File: src/logic/ptc_pkg.sv
package ptc_pkg;
    // bus geometry
    localparam int          PTC_AW        = 8;
    localparam int          PTC_DW        = 32;
    localparam int          PTC_SW        = 4;
    // register byte offsets
    localparam logic [7:0]  PTC_A_CTRL    = 8'h00;
    localparam logic [7:0]  PTC_A_LCONST  = 8'h04;
    localparam logic [7:0]  PTC_A_OCONST  = 8'h08;
    localparam logic [7:0]  PTC_A_PRESET  = 8'h0C;
    localparam logic [7:0]  PTC_A_ACC1    = 8'h10;
    localparam logic [7:0]  PTC_A_ACC2    = 8'h14;
    localparam logic [7:0]  PTC_A_CMP     = 8'h18;
    localparam logic [7:0]  PTC_A_STATUS  = 8'h1C;
    localparam logic [7:0]  PTC_A_COUNT   = 8'h20;
    localparam logic [7:0]  PTC_A_TVAL    = 8'h24;
    // writable bit masks
    localparam logic [31:0] PTC_M_CTRL    = 32'h0000007F;
    localparam logic [31:0] PTC_M_CONST   = 32'h000033FF;
    localparam logic [31:0] PTC_M_PRESET  = 32'h000003FF;
    localparam logic [31:0] PTC_M_CMP     = 32'h00000037;
    // control level bits
    localparam int          PTC_C_LSTART  = 0;
    localparam int          PTC_C_TRESET  = 1;
    localparam int          PTC_C_OSTART  = 2;
    localparam int          PTC_C_CSET    = 3;
    localparam int          PTC_C_CRESET  = 4;
    localparam int          PTC_C_CUP     = 5;
    localparam int          PTC_C_CDOWN   = 6;
    // timer constant layout: count in low bits, time-base digit above
    localparam int          PTC_CW        = 10;
    localparam int          PTC_K_BASE    = 12;
    localparam int          PTC_BW        = 2;
    // compare register layout
    localparam int          PTC_K_OP      = 0;
    localparam int          PTC_OPW       = 3;
    localparam int          PTC_K_FMT     = 4;
    localparam int          PTC_FMTW      = 2;
    localparam logic [2:0]  PTC_OP_EQ     = 3'h0;
    localparam logic [2:0]  PTC_OP_NE     = 3'h1;
    localparam logic [2:0]  PTC_OP_GT     = 3'h2;
    localparam logic [2:0]  PTC_OP_GE     = 3'h3;
    localparam logic [2:0]  PTC_OP_LT     = 3'h4;
    localparam logic [2:0]  PTC_OP_LE     = 3'h5;
    localparam logic [1:0]  PTC_FMT_F16   = 2'h0;
    localparam logic [1:0]  PTC_FMT_F32   = 2'h1;
    localparam logic [1:0]  PTC_FMT_FLT   = 2'h2;
    // status bits
    localparam int          PTC_S_LOUT    = 0;
    localparam int          PTC_S_OOUT    = 1;
    localparam int          PTC_S_RES     = 2;
    localparam int          PTC_S_CCH     = 3;
    localparam int          PTC_S_CCL     = 4;
    localparam int          PTC_S_LRUN    = 5;
    localparam int          PTC_S_ORUN    = 6;
    // count register: bcd field position, timer value register: off timer field
    localparam int          PTC_K_BCD     = 16;
    localparam int          PTC_K_OREM    = 16;
    localparam int          PTC_BCDW      = 12;
    // counter limits and decimal conversion
    localparam logic [9:0]  PTC_CNT_MAX   = 10'h3E7;
    localparam logic [9:0]  PTC_HUNDRED   = 10'h064;
    localparam logic [9:0]  PTC_TEN       = 10'h00A;
    // time base: 0.01 s step, then decades up to 10 s
    localparam int          PTC_CLK_NS    = 4;
    localparam int          PTC_BASE_NS   = 10_000_000;
    localparam int          PTC_BASE_CYC  = PTC_BASE_NS / PTC_CLK_NS;
    localparam int          PTC_PW        = 22;
    localparam int          PTC_NBASE     = 4;
    localparam logic [3:0]  PTC_DEC_LAST  = 4'h9;
endpackage : ptc_pkg

File: src/logic/ptc_core.sv
`timescale 1ns/10ps

// Overview of operation
// - latching on-delay timer starts on a 0 to 1 edge of its start level, ignores level 0.
// - latching timer output goes 1 when elapsed, clears only on timer reset.
// - off-delay timer starts running when its start level falls 1 to 0.
// - off-delay timer is held cleared while its start level is 1.
// - off-delay output is 1 while running or while start level is 1.
// - timer constant holds count plus base digit: 0.01 s, 0.1 s, 1 s, 10 s.
// - counter loads preset on set rising edge only; a set level held at 1 does not reload it.
// - set edge flag lives inside the counter state word.
// - counter shows its count as binary and as BCD at once.
// - counter clears while reset level is 1 and stays zero until the next set or count edge.
// - count up adds one, saturating at 999.
// - count up acts only on a 0 to 1 edge of its input.
// - count down subtracts one, saturating at 0.
// - count down acts only on a 0 to 1 edge of its input.
// - separate up and down edge flags in the counter word.
// - equal compare gives 1 on match of the compared words (low words in 16-bit format), first operand against second.
// - not-equal compare gives 1 when the compared words (low words in 16-bit format) differ, 0 when equal; float plus and minus zero give 0.
// - 16-bit compare leaves both accumulator high words untouched.
// - 32-bit fixed and float compares use full accumulator contents.
// - low words compare as signed fixed-point numbers, not raw bits.
// - every compare updates both condition-code bits.
// - ordering compares follow the same accumulator word usage.
module ptc_core #(
    parameter int BASE_CYCLES = ptc_pkg::PTC_BASE_CYC
) (
    // clock, reset, enable
    input  wire logic                          clk_i,
    input  wire logic                          rst_i,
    input  wire logic                          ce_i,
    // wishbone slave
    input  wire logic                          wb_cyc_i,
    input  wire logic                          wb_stb_i,
    input  wire logic                          wb_we_i,
    input  wire logic [ptc_pkg::PTC_AW-1:0]    wb_adr_i,
    input  wire logic [ptc_pkg::PTC_SW-1:0]    wb_sel_i,
    input  wire logic [ptc_pkg::PTC_DW-1:0]    wb_dat_i,
    output logic      [ptc_pkg::PTC_DW-1:0]    wb_dat_o,
    output logic                               wb_ack_o,
    // timer results
    output logic                               ltim_out_o,
    output logic                               otim_out_o,
    // counter results
    output logic      [ptc_pkg::PTC_CW-1:0]    binary_count_output_o,
    output logic      [ptc_pkg::PTC_BCDW-1:0]  bcd_count_output_o,
    // compare results
    output logic                               logic_result_o,
    output logic                               condition_code_high_o,
    output logic                               condition_code_low_o
);
    import ptc_pkg::*;

    localparam logic [PTC_PW-1:0] BASE_LAST = PTC_PW'(BASE_CYCLES - 1);

    typedef struct packed {
        logic                  ack;
        logic [PTC_DW-1:0]     rdat;
        logic [PTC_DW-1:0]     ctrl;
        logic [PTC_DW-1:0]     lconst;
        logic [PTC_DW-1:0]     oconst;
        logic [PTC_DW-1:0]     preset;
        logic [PTC_DW-1:0]     acc1;
        logic [PTC_DW-1:0]     acc2;
        logic [PTC_DW-1:0]     cmp;
        logic [PTC_PW-1:0]     pre_cnt;
        logic [3:0]            dec1;
        logic [3:0]            dec2;
        logic [3:0]            dec3;
        logic [PTC_CW-1:0]     lrem;
        logic                  lrun;
        logic                  lout;
        logic                  lflag;
        logic [PTC_CW-1:0]     orem;
        logic                  orun;
        logic                  oout;
        logic                  oflag;
        logic [PTC_CW-1:0]     cnt;
        logic                  fset;
        logic                  fup;
        logic                  fdown;
        logic [PTC_BCDW-1:0]   bcd;
        logic                  lres;
        logic                  cch;
        logic                  ccl;
    } ptc_state_t;

    ptc_state_t q;
    ptc_state_t d;

    function automatic logic [PTC_DW-1:0] ptc_wmask(input logic [PTC_DW-1:0] old_v,
                                                    input logic [PTC_DW-1:0] new_v,
                                                    input logic [PTC_SW-1:0] sel);
        logic [PTC_DW-1:0] r;
        r = old_v;
        for (int i = 0; i < PTC_SW; i++) begin
            if (sel[i]) begin
                r[i*8 +: 8] = new_v[i*8 +: 8];
            end
        end
        return r;
    endfunction : ptc_wmask

    // returns {elapsed, next remaining count}
    function automatic logic [PTC_CW:0] ptc_tstep(input logic [PTC_CW-1:0] rem,
                                                  input logic              tk);
        logic [PTC_CW-1:0] n;
        n = rem;
        if (rem != '0 && tk) begin
            n = rem - 1'b1;
        end
        return {(rem == '0), n};
    endfunction : ptc_tstep

    function automatic logic [PTC_BCDW-1:0] ptc_bcd(input logic [PTC_CW-1:0] b);
        logic [PTC_CW-1:0] h;
        logic [PTC_CW-1:0] t;
        logic [PTC_CW-1:0] o;
        h = b / PTC_HUNDRED;
        t = (b % PTC_HUNDRED) / PTC_TEN;
        o = b % PTC_TEN;
        return {h[3:0], t[3:0], o[3:0]};
    endfunction : ptc_bcd

    // returns {greater, less} of first operand (acc2) against second (acc1)
    function automatic logic [1:0] ptc_order(input logic [PTC_DW-1:0] a,
                                             input logic [PTC_DW-1:0] b,
                                             input logic [1:0]        fmt);
        logic [1:0] r;
        r = 2'b00;
        if (fmt == PTC_FMT_F16) begin
            // only the low words take part
            if ($signed(a[15:0]) > $signed(b[15:0])) r = 2'b10;
            else if ($signed(a[15:0]) < $signed(b[15:0])) r = 2'b01;
        end else if (fmt == PTC_FMT_F32) begin
            if ($signed(a) > $signed(b)) r = 2'b10;
            else if ($signed(a) < $signed(b)) r = 2'b01;
        end else begin
            // sign-magnitude order; plus and minus zero compare equal
            if (a[31] != b[31]) begin
                if (a[30:0] != '0 || b[30:0] != '0) r = a[31] ? 2'b01 : 2'b10;
            end else if (a[30:0] > b[30:0]) begin
                r = a[31] ? 2'b01 : 2'b10;
            end else if (a[30:0] < b[30:0]) begin
                r = a[31] ? 2'b10 : 2'b01;
            end
        end
        return r;
    endfunction : ptc_order

    always_comb begin
        logic                  req;
        logic [PTC_NBASE-1:0]  tk;
        logic [PTC_CW:0]       st;
        logic [1:0]            ord;
        logic [PTC_OPW-1:0]    op;
        logic [PTC_FMTW-1:0]   fmt;
        logic [PTC_DW-1:0]     w;
        logic                  up_e;
        logic                  dn_e;
        req  = wb_cyc_i & wb_stb_i & ~q.ack;
        tk   = '0;
        st   = '0;
        ord  = 2'b00;
        op   = '0;
        fmt  = '0;
        w    = '0;
        up_e = 1'b0;
        dn_e = 1'b0;
        d    = q;

        // bus slave: ack one cycle after the request, dropped the cycle after
        d.ack  = req;
        d.rdat = '0;
        if (req && !wb_we_i) begin
            case (wb_adr_i)
                PTC_A_CTRL:   d.rdat = q.ctrl;
                PTC_A_LCONST: d.rdat = q.lconst;
                PTC_A_OCONST: d.rdat = q.oconst;
                PTC_A_PRESET: d.rdat = q.preset;
                PTC_A_ACC1:   d.rdat = q.acc1;
                PTC_A_ACC2:   d.rdat = q.acc2;
                PTC_A_CMP:    d.rdat = q.cmp;
                PTC_A_STATUS: begin
                    d.rdat[PTC_S_LOUT] = q.lout;
                    d.rdat[PTC_S_OOUT] = q.oout;
                    d.rdat[PTC_S_RES]  = q.lres;
                    d.rdat[PTC_S_CCH]  = q.cch;
                    d.rdat[PTC_S_CCL]  = q.ccl;
                    d.rdat[PTC_S_LRUN] = q.lrun;
                    d.rdat[PTC_S_ORUN] = q.orun;
                end
                PTC_A_COUNT: begin
                    d.rdat[PTC_CW-1:0]              = q.cnt;
                    d.rdat[PTC_K_BCD +: PTC_BCDW]   = q.bcd;
                end
                PTC_A_TVAL: begin
                    d.rdat[PTC_CW-1:0]              = q.lrem;
                    d.rdat[PTC_K_OREM +: PTC_CW]    = q.orem;
                end
                default: d.rdat = '0;
            endcase
        end
        if (req && wb_we_i) begin
            case (wb_adr_i)
                PTC_A_CTRL:   d.ctrl   = ptc_wmask(q.ctrl, wb_dat_i, wb_sel_i) & PTC_M_CTRL;
                PTC_A_LCONST: d.lconst = ptc_wmask(q.lconst, wb_dat_i, wb_sel_i) & PTC_M_CONST;
                PTC_A_OCONST: d.oconst = ptc_wmask(q.oconst, wb_dat_i, wb_sel_i) & PTC_M_CONST;
                PTC_A_PRESET: d.preset = ptc_wmask(q.preset, wb_dat_i, wb_sel_i) & PTC_M_PRESET;
                PTC_A_ACC1:   d.acc1   = ptc_wmask(q.acc1, wb_dat_i, wb_sel_i);
                PTC_A_ACC2:   d.acc2   = ptc_wmask(q.acc2, wb_dat_i, wb_sel_i);
                PTC_A_CMP: begin
                    w     = ptc_wmask(q.cmp, wb_dat_i, wb_sel_i) & PTC_M_CMP;
                    d.cmp = w;
                    op    = w[PTC_K_OP +: PTC_OPW];
                    fmt   = w[PTC_K_FMT +: PTC_FMTW];
                    // accumulators are only read here, never written
                    ord   = ptc_order(q.acc2, q.acc1, fmt);
                    d.cch = ord[1];
                    d.ccl = ord[0];
                    case (op)
                        PTC_OP_EQ: d.lres = (ord == 2'b00);
                        PTC_OP_NE: d.lres = (ord != 2'b00);
                        PTC_OP_GT: d.lres = ord[1];
                        PTC_OP_GE: d.lres = ~ord[0];
                        PTC_OP_LT: d.lres = ord[0];
                        PTC_OP_LE: d.lres = ~ord[1];
                        default:   d.lres = 1'b0;
                    endcase
                end
                default: d.ctrl = q.ctrl;
            endcase
        end

        // time base: 0.01 s prescaler, then three decades
        tk[0] = (q.pre_cnt == BASE_LAST);
        tk[1] = tk[0] && (q.dec1 == PTC_DEC_LAST);
        tk[2] = tk[1] && (q.dec2 == PTC_DEC_LAST);
        tk[3] = tk[2] && (q.dec3 == PTC_DEC_LAST);
        d.pre_cnt = tk[0] ? '0 : q.pre_cnt + 1'b1;
        if (tk[0]) d.dec1 = (q.dec1 == PTC_DEC_LAST) ? '0 : q.dec1 + 1'b1;
        if (tk[1]) d.dec2 = (q.dec2 == PTC_DEC_LAST) ? '0 : q.dec2 + 1'b1;
        if (tk[2]) d.dec3 = (q.dec3 == PTC_DEC_LAST) ? '0 : q.dec3 + 1'b1;

        // latching on-delay timer
        d.lflag = q.ctrl[PTC_C_LSTART];
        if (q.ctrl[PTC_C_TRESET]) begin
            d.lrun = 1'b0;
            d.lout = 1'b0;
            d.lrem = '0;
        end else if (q.ctrl[PTC_C_LSTART] && !q.lflag) begin
            d.lrun = 1'b1;
            d.lrem = q.lconst[PTC_CW-1:0];
        end else if (q.lrun) begin
            st     = ptc_tstep(q.lrem, tk[q.lconst[PTC_K_BASE +: PTC_BW]]);
            d.lrem = st[PTC_CW-1:0];
            if (st[PTC_CW]) begin
                d.lrun = 1'b0;
                d.lout = 1'b1;
            end
        end

        // off-delay timer
        d.oflag = q.ctrl[PTC_C_OSTART];
        if (q.ctrl[PTC_C_OSTART]) begin
            d.orun = 1'b0;
            d.orem = '0;
        end else if (q.oflag) begin
            d.orun = 1'b1;
            d.orem = q.oconst[PTC_CW-1:0];
        end else if (q.orun) begin
            st     = ptc_tstep(q.orem, tk[q.oconst[PTC_K_BASE +: PTC_BW]]);
            d.orem = st[PTC_CW-1:0];
            if (st[PTC_CW]) d.orun = 1'b0;
        end
        d.oout = q.ctrl[PTC_C_OSTART] | d.orun;

        // counter; edge flags sit in the counter word itself
        d.fset  = q.ctrl[PTC_C_CSET];
        d.fup   = q.ctrl[PTC_C_CUP];
        d.fdown = q.ctrl[PTC_C_CDOWN];
        up_e    = q.ctrl[PTC_C_CUP] && !q.fup;
        dn_e    = q.ctrl[PTC_C_CDOWN] && !q.fdown;
        if (q.ctrl[PTC_C_CRESET]) begin
            d.cnt = '0;
        end else if (q.ctrl[PTC_C_CSET] && !q.fset) begin
            // preset above the counting range is clipped to the top
            d.cnt = (q.preset[PTC_CW-1:0] > PTC_CNT_MAX) ? PTC_CNT_MAX
                                                         : q.preset[PTC_CW-1:0];
        end else if (up_e && !dn_e) begin
            if (q.cnt < PTC_CNT_MAX) d.cnt = q.cnt + 1'b1;
        end else if (dn_e && !up_e) begin
            if (q.cnt != '0) d.cnt = q.cnt - 1'b1;
        end
        // simultaneous up and down edges cancel
        d.bcd = ptc_bcd(d.cnt);
    end

    // clock enable low freezes bus and time base alike
    always_ff @(posedge clk_i) begin
        if (rst_i) begin
            q <= '0;
        end else if (ce_i) begin
            q <= d;
        end
    end

    assign wb_dat_o              = q.rdat;
    assign wb_ack_o              = q.ack;
    assign ltim_out_o            = q.lout;
    assign otim_out_o            = q.oout;
    assign binary_count_output_o = q.cnt;
    assign bcd_count_output_o    = q.bcd;
    assign logic_result_o        = q.lres;
    assign condition_code_high_o = q.cch;
    assign condition_code_low_o  = q.ccl;

endmodule : ptc_core

File: config.mk
export PLATFORM = sky130hd
export DESIGN_NAME = ptc_core
export DESIGN_NICKNAME = d
export VERILOG_FILES = /design/src/logic/ptc_pkg.sv /design/src/logic/ptc_core.sv
export SDC_FILE = /design/constraint.sdc
export NUM_CORES = 1
export LEC_CHECK = 0
export BUFFER_PORTS_ARGS = -buffer_cell sky130_fd_sc_hd__buf_2
export CAP_MARGIN = 5
export CORE_UTILIZATION = 30
export DETAILED_ROUTE_END_ITERATION = 6
export GPL_TIMING_DRIVEN = 0
export PLACE_DENSITY_LB_ADDON = 0.25
export SYNTH_ARGS = -nofsm -noshare
export SYNTH_HDL_FRONTEND = slang
export SYNTH_SLANG_ARGS = --single-unit
File: constraint.sdc
create_clock -name clk_i -period 13.1 [get_ports clk_i]
set_input_delay 3.93 -clock clk_i [delete_from_list [all_inputs] [get_ports clk_i]]
set_output_delay 3.93 -clock clk_i [all_outputs]
set_load 0.05 [all_outputs]
==> metrics.cfg <==
[drt]
routedWlPerCell_um=21.2
avgViaCountPerCell=5.48
drtAntennaViolNets=0
routed-via-count=13400
firstDrtPassIters=7
first_iter_violations=1342
totalWireLength_um=51900
drc=4

[global_routing]
antenna_found_initial=2
grt_pass1_wl_um=78700
grt_max_degree=13
grt_usage_pct=21.7
grt_pass1_vias=12600
grt_use_met1_pct=29.8
grt_use_met2_pct=36.3
busiest_layer=met2
grt_overflow=0
grt_use_met3_pct=2.24

[critical_path]
cp.required_ns=13.56
worst-path-buf-inv=3
critPathLaunchType=flip-flop
crit_fanout=9
max_stage_delay_ns=0.52
cp.arrival_ns=7.36
worstSetupPathType=flip-flop to flip-flop
crit_family=compound AO/OA/AOI/OAI gates
endpoint_kind=flip-flop
cp_slowest_cell=or4b_1

[hold_path]
hold_path_class=flip-flop to flip-flop

[synth]
syn-instance-count=1694
synthAdderAreaFrac_pct=3.80
syn_area_sq_um=13800
synth_top_family_by_area=simple AND/OR/NAND/NOR gates
synth-compound-area-share_pct=20.1
synthSimpleGateAreaFrac_pct=21.8
synth.distinct_cells=99
ys_warn_count=0
synth_nets=1786
ys_async_sr_fraction_pct=0
synth_ff_type=dfxtp_1
syn_area_per_cell_sq_um=8.17
synth.mux.area_fraction_pct=10.5
synth_seq_cells=230
synth_xor_area_share_pct=3.39
ys_seq_area_share_pct=33.3
synth-edff-count=0

[floorplan]
core-area_sq_um=45500
start_util_pct=30.4
chipHeight_um=217
io_pins=110
fp-row-count=78
die_w_um=217
die_area_sq_um=47000

[pwr]
power_density_nw_per_um2=96.2
p_leak_nw=5.81
irDropWorstVdd_uv=78.8
power.total_mw=1.54

[sta]
slew_viol_final=0
fin_crit_sh_pct=52.7
skew_ns=0.0231
fmax_mhz=145
finalHoldViolCount=0
setup_viol=0
tightest_slew_ns=1.15
slew_headroom_pct=22.8
grt_setup_unrepaired=false
period_needed_ns=6.90
fin_setup_tns_ns=0

[clock_tree]
cts_tree=yes
cts.hold.buffers_added=0
post-cts-setup-buffers=0
cts_buffers=26
clock-sinks=230
clk_pin_slew_worst_paths_ns=0.06
clockRootBuffer=clkbuf_16
clk_path_buf_depth=3
cts_resized=0
cts.htree.levels=1
worstSkewPairLatency_ns=0.55

[placement]
gp_congestion=0.967
port_buffers=108
dp_hpwl_um=40000

[status]
status=complete, but fails checks
failed_checks=DRC

[final_layout]
syn_to_final_growth_pct=15.7
drive_above_1_share_pct=13.7
final_cell_mix=299 x nor2_1, 230 x dfxtp_1, 137 x mux2i_1
fin_nets=1927
n_antenna_cell=0
final_common_cell=nor2_1
fill_cells=4802

[flow_run]
maxCapViolCount=0

-- final timing paths --
kind                                  from               endpoint  slack [ns]  depth (start not counted)
setup / recovery  binary_count_output_o[0]  bcd_count_output_o[5]        6.20                         25
hold / removal                wb_dat_o[28]           wb_dat_o[28]        0.49                          2
setup reg to reg  binary_count_output_o[0]  bcd_count_output_o[5]        6.20                         25
hold reg to reg               wb_dat_o[28]           wb_dat_o[28]        0.49                          2
-- report_power, final --
part	internal [mW]	leakage, nW	switching [mW]
sequential	0.703	1.85	0.00411
combinational	0.0289	3.54	0.0760
clock	0.428	0.414	0.301
-- sequential cells by signal (all words and copies together) (netlist names), 5 cells and up --
signal and flops:
d 5, binary_count_output_o 10, bcd_count_output_o 11, wb_dat_o 32
q 166
-- area by class of cell --
type                       count  area [sq um]  share of cell area (%)
buffer                       144           773                    4.83
multi-input combinational   1265          8260                    51.6
clock inverter                 5          50.0                   0.313
inverter                      55           206                    1.29
clock buffer                  40           785                    4.90
timing repair buffer         113           576                    3.60
sequential                   230          4600                    28.8
tap                          600           751                    4.69
-- through the flow --
step           setup slack, ns  area [sq um]  utilization, %  hold slack, ns  std cells
2_1_floorplan             7.25         13800               -           0.457       1694
6_report                  6.20         16000            35.2           0.492       2452
3_5_place_dp              6.08         15200            33.3           0.482       2405
4_1_cts                   6.13         16000            35.2           0.492       2450
3_3_place_gp              6.03         15100            33.3           0.471       2402
5_1_grt                   5.68         16000            35.2           0.522       2452
-- cell families (layout without fill, tap and decap cells) --
kind of cell	after synthesis	count (layout)
xor+xnor	51	51
compound gates	393	393
flops	230	230
buf+inv	199	357
simple gates	636	636
fa+ha+maj	42	42
mux	143	143
-- synth_stat cells (all sizes together) (37+ instances only) --
| master | count | area share, % |
|---|---|---|
| mux2i | 138 | 10 |
| nor2 | 300 | 8.2 |
| a21oi | 103 | 3.8 |
| nand3 | 37 | 1.4 |
| clkbuf | 80 | 2.2 |
| o21ai | 46 | 1.7 |
| nor3 | 45 | 1.7 |
| nand2 | 96 | 2.7 |
| a22oi | 72 | 3.9 |
| inv | 53 | 1.4 |
| dfxtp | 230 | 33 |
| ha | 42 | 3.8 |
| buf | 64 | 3.4 |
-- per-layer routing --
| layer | routed length (um) | vias up |
|---|---|---|
| li1 | - | 6389 |
| met4 | 966 | 2 |
| met3 | 2750 | 65 |
| met2 | 24300 | 473 |
| met5 | 13 | - |
| met1 | 23900 | 6513 |
-- worst reg2reg max path: cells and delay by family, from the launching register on --
kind | cells | cell delay (ns)
AOI/OAI and AO/OA | 14 | 3.87
and+or+nand+nor | 7 | 1.85
DFF | 1 | 0.38
buffers and inverters | 3 | 0.54
adders and majority gates | 1 | 0.20
(Power assumes the default switching activity.)
